==> src/wdc_pkg.sv <==
// Constants, field layout and carrier types of the watchdog control block.
// Assumes a single 125 MHz clock domain and an AXI4-Lite register port.
package wdc_pkg;

    ////////////////////////////////////////////////////////////////////////////////
    localparam int unsigned CLK_PERIOD_NS = 8;
    localparam int unsigned TICK_NS       = 1000;
    localparam int unsigned TICK_CYCLES   = (TICK_NS + CLK_PERIOD_NS - 1) / CLK_PERIOD_NS;

    ////////////////////////////////////////////////////////////////////////////////
    localparam logic [3:0]  OFS_CONTROL = 4'h0;
    localparam logic [3:0]  OFS_STATUS  = 4'h4;
    localparam logic [3:0]  OFS_MASK    = 4'h8;
    localparam logic [3:0]  OFS_COUNT   = 4'hc;

    localparam int unsigned KEY_MSB      = 31;
    localparam int unsigned KEY_LSB      = 16;
    localparam int unsigned ON_BIT       = 15;
    localparam int unsigned RUN_PS_MSB   = 12;
    localparam int unsigned RUN_PS_LSB   = 8;
    localparam int unsigned RUN_SRC_MSB  = 7;
    localparam int unsigned RUN_SRC_LSB  = 6;
    localparam int unsigned SLP_PS_MSB   = 5;
    localparam int unsigned SLP_PS_LSB   = 1;
    localparam int unsigned WIN_BIT      = 0;

    localparam logic [15:0] RESTART_KEY  = 16'h5743;
    localparam logic [3:0]  KEY_STROBE   = 4'hc;
    localparam logic        ON_RESET     = 1'h0;

    localparam int unsigned EV_TIMEOUT   = 0;
    localparam int unsigned EV_WIN_FAULT = 1;
    localparam int unsigned EV_COUNT     = 2;

    localparam logic [1:0]  RESP_OKAY    = 2'h0;
    localparam logic [1:0]  RESP_SLVERR  = 2'h2;

    ////////////////////////////////////////////////////////////////////////////////
    typedef struct packed {
        logic       fuse_watchdog_enable;
        logic       fuse_window_disable;
        logic [4:0] fuse_run_postscale;
        logic [1:0] fuse_run_source;
        logic [4:0] fuse_sleep_postscale;
    } wdc_fuse_s;

endpackage

==> src/wdc_top.sv <==
// Watchdog control register with its restart counter and AXI4-Lite slave.
// Assumes fuse values are stable around reset and inputs are synchronous to aclk.
`timescale 1ns/100ps

// Function
// - Single 16-bit key write restarts the count.
// - Key field is write-only, reads zero.
// - Enable bit 15 runs or stops watchdog.
// - Software enable matters only when fuse enable clear.
// - Bits 12:8 shadow run postscaler from fuse.
// - Bits 7:6 shadow run clock select.
// - Bits 5:1 shadow sleep postscaler from fuse.
// - Bit 0 window enable loads inverted fuse.
// - Bits 14:13 read zero, writes ignored.
module wdc_top #(
    parameter int unsigned TICK_DIV = wdc_pkg::TICK_CYCLES
) (
    // Clock and reset.
    input  wire logic                  aclk,
    input  wire logic                  aresetn,
    // Fuse configuration and power mode.
    input  wire wdc_pkg::wdc_fuse_s    fuse,
    input  wire logic                  sleep_mode,
    // AXI4-Lite write channels.
    input  wire logic [3:0]            awaddr,
    input  wire logic                  awvalid,
    output logic                       awready,
    input  wire logic [31:0]           wdata,
    input  wire logic [3:0]            wstrb,
    input  wire logic                  wvalid,
    output logic                       wready,
    output logic [1:0]                 bresp,
    output logic                       bvalid,
    input  wire logic                  bready,
    // AXI4-Lite read channels.
    input  wire logic [3:0]            araddr,
    input  wire logic                  arvalid,
    output logic                       arready,
    output logic [31:0]                rdata,
    output logic [1:0]                 rresp,
    output logic                       rvalid,
    input  wire logic                  rready,
    // Watchdog results.
    output logic                       wdt_timeout,
    output logic                       irq
);
    import wdc_pkg::*;

    ////////////////////////////////////////////////////////////////////////////////
    logic                  awready_q, wready_q, bvalid_q, arready_q, rvalid_q;
    logic                  aw_got_q, w_got_q;
    logic [3:0]            waddr_q;
    logic [31:0]           wdata_q;
    logic [3:0]            wstrb_q;
    logic [1:0]            bresp_q, rresp_q;
    logic [31:0]           rdata_q;
    logic                  on_q, win_q;
    logic [4:0]            run_ps_q, slp_ps_q;
    logic [1:0]            run_src_q;
    logic                  fuse_on_q;
    logic [EV_COUNT-1:0]   status_q, mask_q;
    logic [31:0]           count_q;
    logic [15:0]           tick_cnt_q;
    logic                  timeout_q, irq_q;

    ////////////////////////////////////////////////////////////////////////////////
    wire                   aw_hs      = awvalid & awready_q;
    wire                   w_hs       = wvalid & wready_q;
    wire                   b_hs       = bvalid_q & bready;
    wire                   ar_hs      = arvalid & arready_q;
    wire                   r_hs       = rvalid_q & rready;
    wire                   do_write   = aw_got_q & w_got_q & ~bvalid_q;
    wire                   wr_ctrl    = do_write & (waddr_q == OFS_CONTROL);
    wire                   wr_status  = do_write & (waddr_q == OFS_STATUS);
    wire                   wr_mask    = do_write & (waddr_q == OFS_MASK);
    wire                   wr_mapped  = wr_ctrl | wr_status | wr_mask | (waddr_q == OFS_COUNT);
    wire                   rd_mapped  = (araddr[1:0] == 2'h0);
    // A full-word write is not a restart; the key must arrive as a half-word alone.
    wire                   key_write  = wr_ctrl & (wstrb_q == KEY_STROBE) &
                                        (wdata_q[KEY_MSB:KEY_LSB] == RESTART_KEY);
    wire                   wdt_run    = fuse_on_q | on_q;
    wire [4:0]             active_ps  = sleep_mode ? slp_ps_q : run_ps_q;
    wire [31:0]            period     = 32'h1 << active_ps;
    wire [31:0]            win_open   = period - (period >> 2);
    wire                   tick       = (tick_cnt_q == 16'(TICK_DIV - 1));
    wire                   expire     = wdt_run & tick & (count_q >= period - 32'h1);
    wire                   early_clr  = key_write & wdt_run & win_q &
                                        (count_q < win_open);
    wire [EV_COUNT-1:0]    events     = {early_clr, expire};
    wire [EV_COUNT-1:0]    clr_bits   = (wr_status & wstrb_q[0]) ? wdata_q[EV_COUNT-1:0]
                                                                 : '0;
    // Key and unimplemented bits are never stored, so they always read as zero.
    wire [31:0]            ctrl_rd    = {16'h0, on_q, 2'h0, run_ps_q, run_src_q,
                                         slp_ps_q, win_q};
    wire [31:0]            rd_value   = (araddr == OFS_CONTROL) ? ctrl_rd :
                                        (araddr == OFS_STATUS)  ? 32'(status_q) :
                                        (araddr == OFS_MASK)    ? 32'(mask_q) :
                                                                  count_q;

    ////////////////////////////////////////////////////////////////////////////////
    always_ff @(posedge aclk) begin
        if (!aresetn) begin
            awready_q <= 1'h0;
            wready_q  <= 1'h0;
            aw_got_q  <= 1'h0;
            w_got_q   <= 1'h0;
            waddr_q   <= 4'h0;
            wdata_q   <= 32'h0;
            wstrb_q   <= 4'h0;
            bvalid_q  <= 1'h0;
            bresp_q   <= RESP_OKAY;
        end else begin
            if (aw_hs) begin
                waddr_q   <= awaddr;
                aw_got_q  <= 1'h1;
            end
            if (w_hs) begin
                wdata_q   <= wdata;
                wstrb_q   <= wstrb;
                w_got_q   <= 1'h1;
            end
            awready_q <= ~aw_got_q & ~aw_hs & ~bvalid_q & ~do_write;
            wready_q  <= ~w_got_q & ~w_hs & ~bvalid_q & ~do_write;
            if (do_write) begin
                aw_got_q <= 1'h0;
                w_got_q  <= 1'h0;
                bvalid_q <= 1'h1;
                bresp_q  <= wr_mapped ? RESP_OKAY : RESP_SLVERR;
            end else if (b_hs) begin
                bvalid_q <= 1'h0;
            end
        end
    end

    always_ff @(posedge aclk) begin
        if (!aresetn) begin
            arready_q <= 1'h0;
            rvalid_q  <= 1'h0;
            rdata_q   <= 32'h0;
            rresp_q   <= RESP_OKAY;
        end else begin
            arready_q <= ~rvalid_q & ~ar_hs;
            if (ar_hs) begin
                rvalid_q <= 1'h1;
                rdata_q  <= rd_mapped ? rd_value : 32'h0;
                rresp_q  <= rd_mapped ? RESP_OKAY : RESP_SLVERR;
            end else if (r_hs) begin
                rvalid_q <= 1'h0;
            end
        end
    end

    ////////////////////////////////////////////////////////////////////////////////
    // The reset is synchronous, so the shadows may take the fuse levels in the reset branch.
    always_ff @(posedge aclk) begin
        if (!aresetn) begin
            on_q      <= ON_RESET;
            fuse_on_q <= fuse.fuse_watchdog_enable;
            run_ps_q  <= fuse.fuse_run_postscale;
            run_src_q <= fuse.fuse_run_source;
            slp_ps_q  <= fuse.fuse_sleep_postscale;
            win_q     <= ~fuse.fuse_window_disable;
        end else if (wr_ctrl) begin
            if (wstrb_q[1]) begin
                on_q <= wdata_q[ON_BIT];
            end
            if (wstrb_q[0]) begin
                win_q <= wdata_q[WIN_BIT];
            end
        end
    end

    ////////////////////////////////////////////////////////////////////////////////
    always_ff @(posedge aclk) begin
        if (!aresetn || !wdt_run || key_write) begin
            tick_cnt_q <= 16'h0;
            count_q    <= 32'h0;
        end else if (tick) begin
            tick_cnt_q <= 16'h0;
            count_q    <= expire ? 32'h0 : count_q + 32'h1;
        end else begin
            tick_cnt_q <= tick_cnt_q + 16'h1;
        end
    end

    // A new event in the same cycle as a write-one clear keeps its bit set.
    always_ff @(posedge aclk) begin
        if (!aresetn) begin
            status_q  <= '0;
            mask_q    <= '0;
            timeout_q <= 1'h0;
            irq_q     <= 1'h0;
        end else begin
            status_q  <= (status_q & ~clr_bits) | events;
            if (wr_mask && wstrb_q[0]) begin
                mask_q <= wdata_q[EV_COUNT-1:0];
            end
            timeout_q <= expire | early_clr;
            irq_q     <= |(((status_q & ~clr_bits) | events) & mask_q);
        end
    end

    ////////////////////////////////////////////////////////////////////////////////
    assign awready     = awready_q;
    assign wready      = wready_q;
    assign bvalid      = bvalid_q;
    assign bresp       = bresp_q;
    assign arready     = arready_q;
    assign rvalid      = rvalid_q;
    assign rdata       = rdata_q;
    assign rresp       = rresp_q;
    assign wdt_timeout = timeout_q;
    assign irq         = irq_q;
endmodule

==> config.mk <==
export PLATFORM = sky130hd
export DESIGN_NAME = wdc_top
export DESIGN_NICKNAME = d
export VERILOG_FILES = /design/src/wdc_pkg.sv /design/src/wdc_top.sv
export SDC_FILE = /design/constraint.sdc
export NUM_CORES = 1
export LEC_CHECK = 0
export BUFFER_PORTS_ARGS = -buffer_cell sky130_fd_sc_hd__buf_4
export CORE_MARGIN = 4
export CORE_UTILIZATION = 45
export DETAILED_ROUTE_END_ITERATION = 12
export PLACE_DENSITY = 0.67
export SETUP_SLACK_MARGIN = 0.15
export SLEW_MARGIN = 40
export SYNTH_ARGS = -nofsm -noshare
export SYNTH_HDL_FRONTEND = slang
export SYNTH_SLANG_ARGS = --single-unit
==> constraint.sdc <==
create_clock -name aclk -period 4.95 [get_ports aclk]
set_input_delay 0.2475 -clock aclk [delete_from_list [all_inputs] [get_ports aclk]]
set_output_delay 0.2475 -clock aclk [all_outputs]
set_load 0.05 [all_outputs]
Word-level counts from Yosys, hierarchy flattened --
Index checks and enable logic that the tools add are counted.
Operators by class: add/sub/neg operators 4, order comparisons 2, equality and inequality tests 10, shift operators 1, multiplexer cells 16, bitwise logic cells 44, reductions and logical operators 15
Operators with widths (count):
- 2-to-1 mux 32 bit | 5
- adder 32 x 1 -> 32 bit, second input constant | 1
- greater-or-equal comparator 32 bit | 1
- < comparator 32 bit | 1
- left shift 1 x 5 -> 32 bit, first input constant | 1
- subtractor 32 x 1 -> 32 bit, second input constant | 1
- subtractor 32 x 30 -> 32 bit | 1
- bitwise AND 1 bit | 25
- adder 16 x 1 -> 16 bit, second input constant | 1
- equality test 16 x 15 -> 1 bit, second input constant | 1
- equality test 16 x 7 -> 1 bit, second input constant | 1
- equality test 4 bit, second input constant | 4
- inverter 1 bit | 10
- equality test 4 x 3 -> 1 bit, second input constant | 2
- logical NOT 4 bit | 2
- 2-to-1 mux 1 bit | 7
- 2-to-1 mux 2 bit | 3
- OR reduction 2 bit | 3
- 2-to-1 mux 5 bit | 1
- OR 1 bit | 5
- bitwise AND 2 bit | 2
- inequality test 2 x 1 -> 1 bit, second input constant | 2
- AND reduction 2 bit | 2
- nonzero test 2 bit | 2
- 6 further kinds | 8
Word-level totals: register bits after elaboration 152, bits of input ports 66

Logic depth before layout (Yosys ltp) --
depth after elaboration 11, mapped depth 27, mapped depth without buffers 24

Least setup slack after synthesis --
No wires, ideal clock.
kind input port to flip-flop, from input sleep_mode, to register irq_q, in the netlist irq, setup time 57 ps, arrival time 4716 ps, required time 4893 ps, slack 177 ps, stages on the path 25, cell sequence buf_2 -> buf_2 -> buf_2 -> nor2_1 -> a22o_1 -> clkbuf_1 -> nor2_1 -> nand2_1 -> fa_1 -> a21oi_1 -> o21ai_0 -> o21ai_0 -> a21oi_1 -> o2111a_1 -> a211oi_1 -> o21ai_0 -> xnor2_1 -> ha_1 -> a21o_1 -> a21o_1 -> a21oi_1 -> o2111a_1 -> o21ai_0 -> o22ai_1 -> a21o_1
Between the ends: cells in the longest elaborated chain, start to end 8, elaborated cells on any way between the ends 11, classes of those cells 2 x add/sub; 2 x order compare; 1 x shift; 1 x mux; 4 x bitwise; 1 x reduce/logical
Ends and longest elaborated chain:
- start: declaration | line wdc_top.sv:23 | input wire logic sleep_mode,
- 2-to-1 mux 5 bit (*) | line wdc_top.sv:82 | wire [4:0] active_ps = sleep_mode ? slp_ps_q : run_ps_q;
- left shift 1 x 5 -> 32 bit (*) | line wdc_top.sv:83 | wire [31:0] period = 32'h1 << active_ps;
- subtractor 32 x 1 -> 32 bit or subtractor 32 x 30 -> 32 bit (tied branches) | line wdc_top.sv:86, wdc_top.sv:84
- greater-or-equal comparator 32 bit or < comparator 32 bit (tied branches) | line wdc_top.sv:86, wdc_top.sv:88
- bitwise AND 1 bit, on equally long branches | line wdc_top.sv:86, wdc_top.sv:87
- OR 2 bit (*) | line wdc_top.sv:199 | irq_q <= |(((status_q & ~clr_bits) | events) & mask_q);
- bitwise AND 2 bit (*) | line wdc_top.sv:199
- OR reduction 2 bit (*) | line wdc_top.sv:199
- end signal: assignment | line wdc_top.sv:199
- end: declaration | line wdc_top.sv:64 | logic timeout_q, irq_q;
Mark *: on every way between the ends. The rest lies on a longest branch, timed or not. A chain may end at the register's enable or synchronous reset.

Worst setup path after layout --
from register run_ps_q[3], to register irq_q, in the netlist irq
Between the ends: cells in the longest elaborated chain, start to end 8, elaborated cells on any way between the ends 11, classes of those cells 2 x add/sub; 2 x order compare; 1 x shift; 1 x mux; 4 x bitwise; 1 x reduce/logical
Ends and longest elaborated chain:
- start: declaration | line wdc_top.sv:58 | logic [4:0] run_ps_q, slp_ps_q;
- start signal: assignment | line wdc_top.sv:159 | run_ps_q <= fuse.fuse_run_postscale;
- 2-to-1 mux 5 bit (*) | line wdc_top.sv:82
- left shift 1 x 5 -> 32 bit (*) | line wdc_top.sv:83
- subtractor 32 x 1 -> 32 bit or subtractor 32 x 30 -> 32 bit (tied branches) | line wdc_top.sv:86, wdc_top.sv:84
- greater-or-equal comparator 32 bit or < comparator 32 bit (tied branches) | line wdc_top.sv:86, wdc_top.sv:88
- bitwise AND 1 bit, on equally long branches | line wdc_top.sv:86, wdc_top.sv:87
- OR 2 bit (*) | line wdc_top.sv:199
- bitwise AND 2 bit (*) | line wdc_top.sv:199
- OR reduction 2 bit (*) | line wdc_top.sv:199
Marked as above.

==> metrics.txt <==
Synth top cells by count=146 x nand2_1, 123 x dfxtp_1, 110 x nor2_1; Layout fillers=1,839; RSZ-0062 raised after global routing=true; fin. max-slew vios=0; Critical Path RT=5310 ps; Post-DRT Antenna Nets=0; drt drc=0; DR vias/cell=5.45; Worst setup EP type=flip-flop; max_cap viols=0; Initial DRT Pass Iterations=6; post-synth top area share=0.268; fin nets=1,479; Yosys cell types=75; worst min-delay path category=input port to flip-flop; # IOs=109; root buf cell=clkbuf_16; Synth area leader=dfxtp_1; layout cells sized above 1=0.227; grt ovf=0; Max-slew headroom=0.511; number of flops mapped to enable cells by yosys=14; asr flop ratio synth=0; DP Worst Slack=-155 ps; clock skew after layout=10.8 ps; register area share after synthesis=0.314; warnings from Yosys=0; hold_ws=16.1 ps; DRT iter0 DRCs=549; CTS buffer count=17; Slew @ Worst Pin=731 ps; largest net degree at the start of global routing=61; count leader, synth=nand2_1; FF+latch count, synth=137; Antenna Cells=0; GRT Resource Usage Total=0.227; CP Class=flip-flop to flip-flop; Syn Inst Count=1,120; RePlAce Congestion=0.892; vias in the first global route=8,264; Layout Cells excl Fill=1,598; initial antenna violation count=0; top_reg_cell synth=dfxtp_1; fin util=0.585; DR WL/cell=16.1 µm; Port Buffers=93; Die Height=151 µm; Row Count=52; final setup margin=294 ps; via count=8,707; status=completed; Final Hold Vio Count=0; FMAX=215 MHz; TritonCTS clock tree=done; Area after DPL=10,800 µm²; Die X-Extent=151 µm; Tot Pwr=3.40 mW; Finish-stage setup viols=0; worst-path fanout max=5; TNS Setup=0 ps; Max VDD drop=0.221 mV; initial core utilization=0.456; Mapped Avg Cell Area=8.21 µm²; final worst path period share=0.941; post-placement cell count=1,549; clock buffer depth=2; synthesized area=9190 µm²; WP data arrival=5020 ps; final instance area=11,800 µm²; detailed placer's ending HPWL=19,600 µm; DRT Wirelength=25,800 µm; CP Launch Type=flip-flop; H-tree depth=4; clk sink count=137; first-pass GRT wire length=41,400 µm; clk slew on worst S/H paths=60 ps; die area=22,800 µm²; Clk Latency, worst-skew pair=420 ps; pwr dens=288 nW/µm²; Leak Pwr=5.33 nW; Area growth syn-to-layout=28.4%; min Tclk post-route=4660 ps; core area=20,200 µm²; Synth area leaders=dfxtp_1 27%, ha_1 13%, nand2_1 6.0%
## worst max-delay path, cell delays in order (launching register included)
cell	delay [ps]
edfxtp_1	490
buf_6	160
nand2b_4	80
o32ai_4	390
nand2_1	180
inv_1	90
ha_1	240
and2_1	160
nor2b_1	140
a211oi_2	210
buf_4	160
a31oi_2	140
o21ai_2	160
nand2b_1	100
a21oi_1	180
xor2_1	160
ha_1	260
a21o_1	160
a21o_1	180
a21oi_2	160
o211ai_1	130
a211oi_2	300
o21ai_2	130
o22ai_2	160
a21o_1	100
## cell families after synthesis
logic type	after synthesis	share of synthesized area
adders and majority gates	98	0.134
xor gates and xnor gates	83	0.0791
and+or+nand+nor	429	0.228
DFF	137	0.314
buffers and inverters	96	0.0427
muxes	9	0.0102
AOI/OAI and AO/OA	266	0.191
other	2	0.000817
## worst paths after layout
| check | from | to | slack [ps] | cells after the start |
|---|---|---|---|---|
| setup reg to reg | run_ps_q[3] | irq | 290 | 24 |
| hold reg to reg | aw_got_q | awready | 450 | 1 |
| setup / recovery | run_ps_q[3] | irq | 290 | 24 |
| hold / removal | fuse[0] | slp_ps_q[0] | 20 | 1 |
## power by group
group	internal, mW	total [mW]	leakage (nW)	switching [mW]
logic	0.451	0.972	3.91	0.521
registers	1.15	1.17	1.13	0.0233
clock network	0.735	1.25	0.292	0.517
total	2.33	3.40	5.33	1.06
## area by class of cell
| cell class | count | area (µm²) | share of cell area |
|---|---|---|---|
| inverters | 62 | 233 | 0.0197 |
| flip-flops and latches | 137 | 2880 | 0.244 |
| well taps | 270 | 338 | 0.0286 |
| clock inverters | 13 | 126 | 0.0107 |
| multi-input cells | 888 | 6160 | 0.522 |
| clock buffers | 19 | 454 | 0.0385 |
| repair buffers | 209 | 1610 | 0.136 |
## timing repair
item,CTS,global route
pin swaps,1,18
hold endpoints to repair,9,0
setup endpoints to repair,3,4
gates resized for setup,11,44
setup buffers,0,8
hold buffers,9,0
## layout by cell type, fill, tap and decap left out, drive strengths merged, types with 7 or more instances in the layout
master,count
o21ai,41
dlygate4sd3,9
nand2b,20
and4,8
a211oi,11
ha,97
dfxtp,123
and3,11
o21a,7
xnor2,47
nor2b,11
nand4,22
inv,72
edfxtp,14
buf,200
a22o,19
nor2,119
nor3,19
a222oi,8
o211ai,12
a21oi,88
nand3,32
clkbuf,19
xor2,36
a21o,29
nand2,146
## flip-flops by register name, indices dropped and copies added, names as in the netlist, 2 cells and up
| signal | cells |
|---|---|
| slp_ps_q | 5 |
| tick_cnt_q | 16 |
| wdata_q | 19 |
| count_q | 32 |
| run_src_q | 2 |
| waddr_q | 4 |
| run_ps_q | 5 |
| mask_q | 2 |
| rdata | 32 |
| wstrb_q | 4 |
| status_q | 2 |
## per-layer routing
layer,up-vias,GRT usage,share of wire
li1,4388,-,-
met1,4091,0.307,0.46
met2,198,0.376,0.48
met3,30,0.0359,0.049
met4,0,0.0607,0.018
met5,-,0,0
No activity file was read; power rests on OpenSTA's default activity.
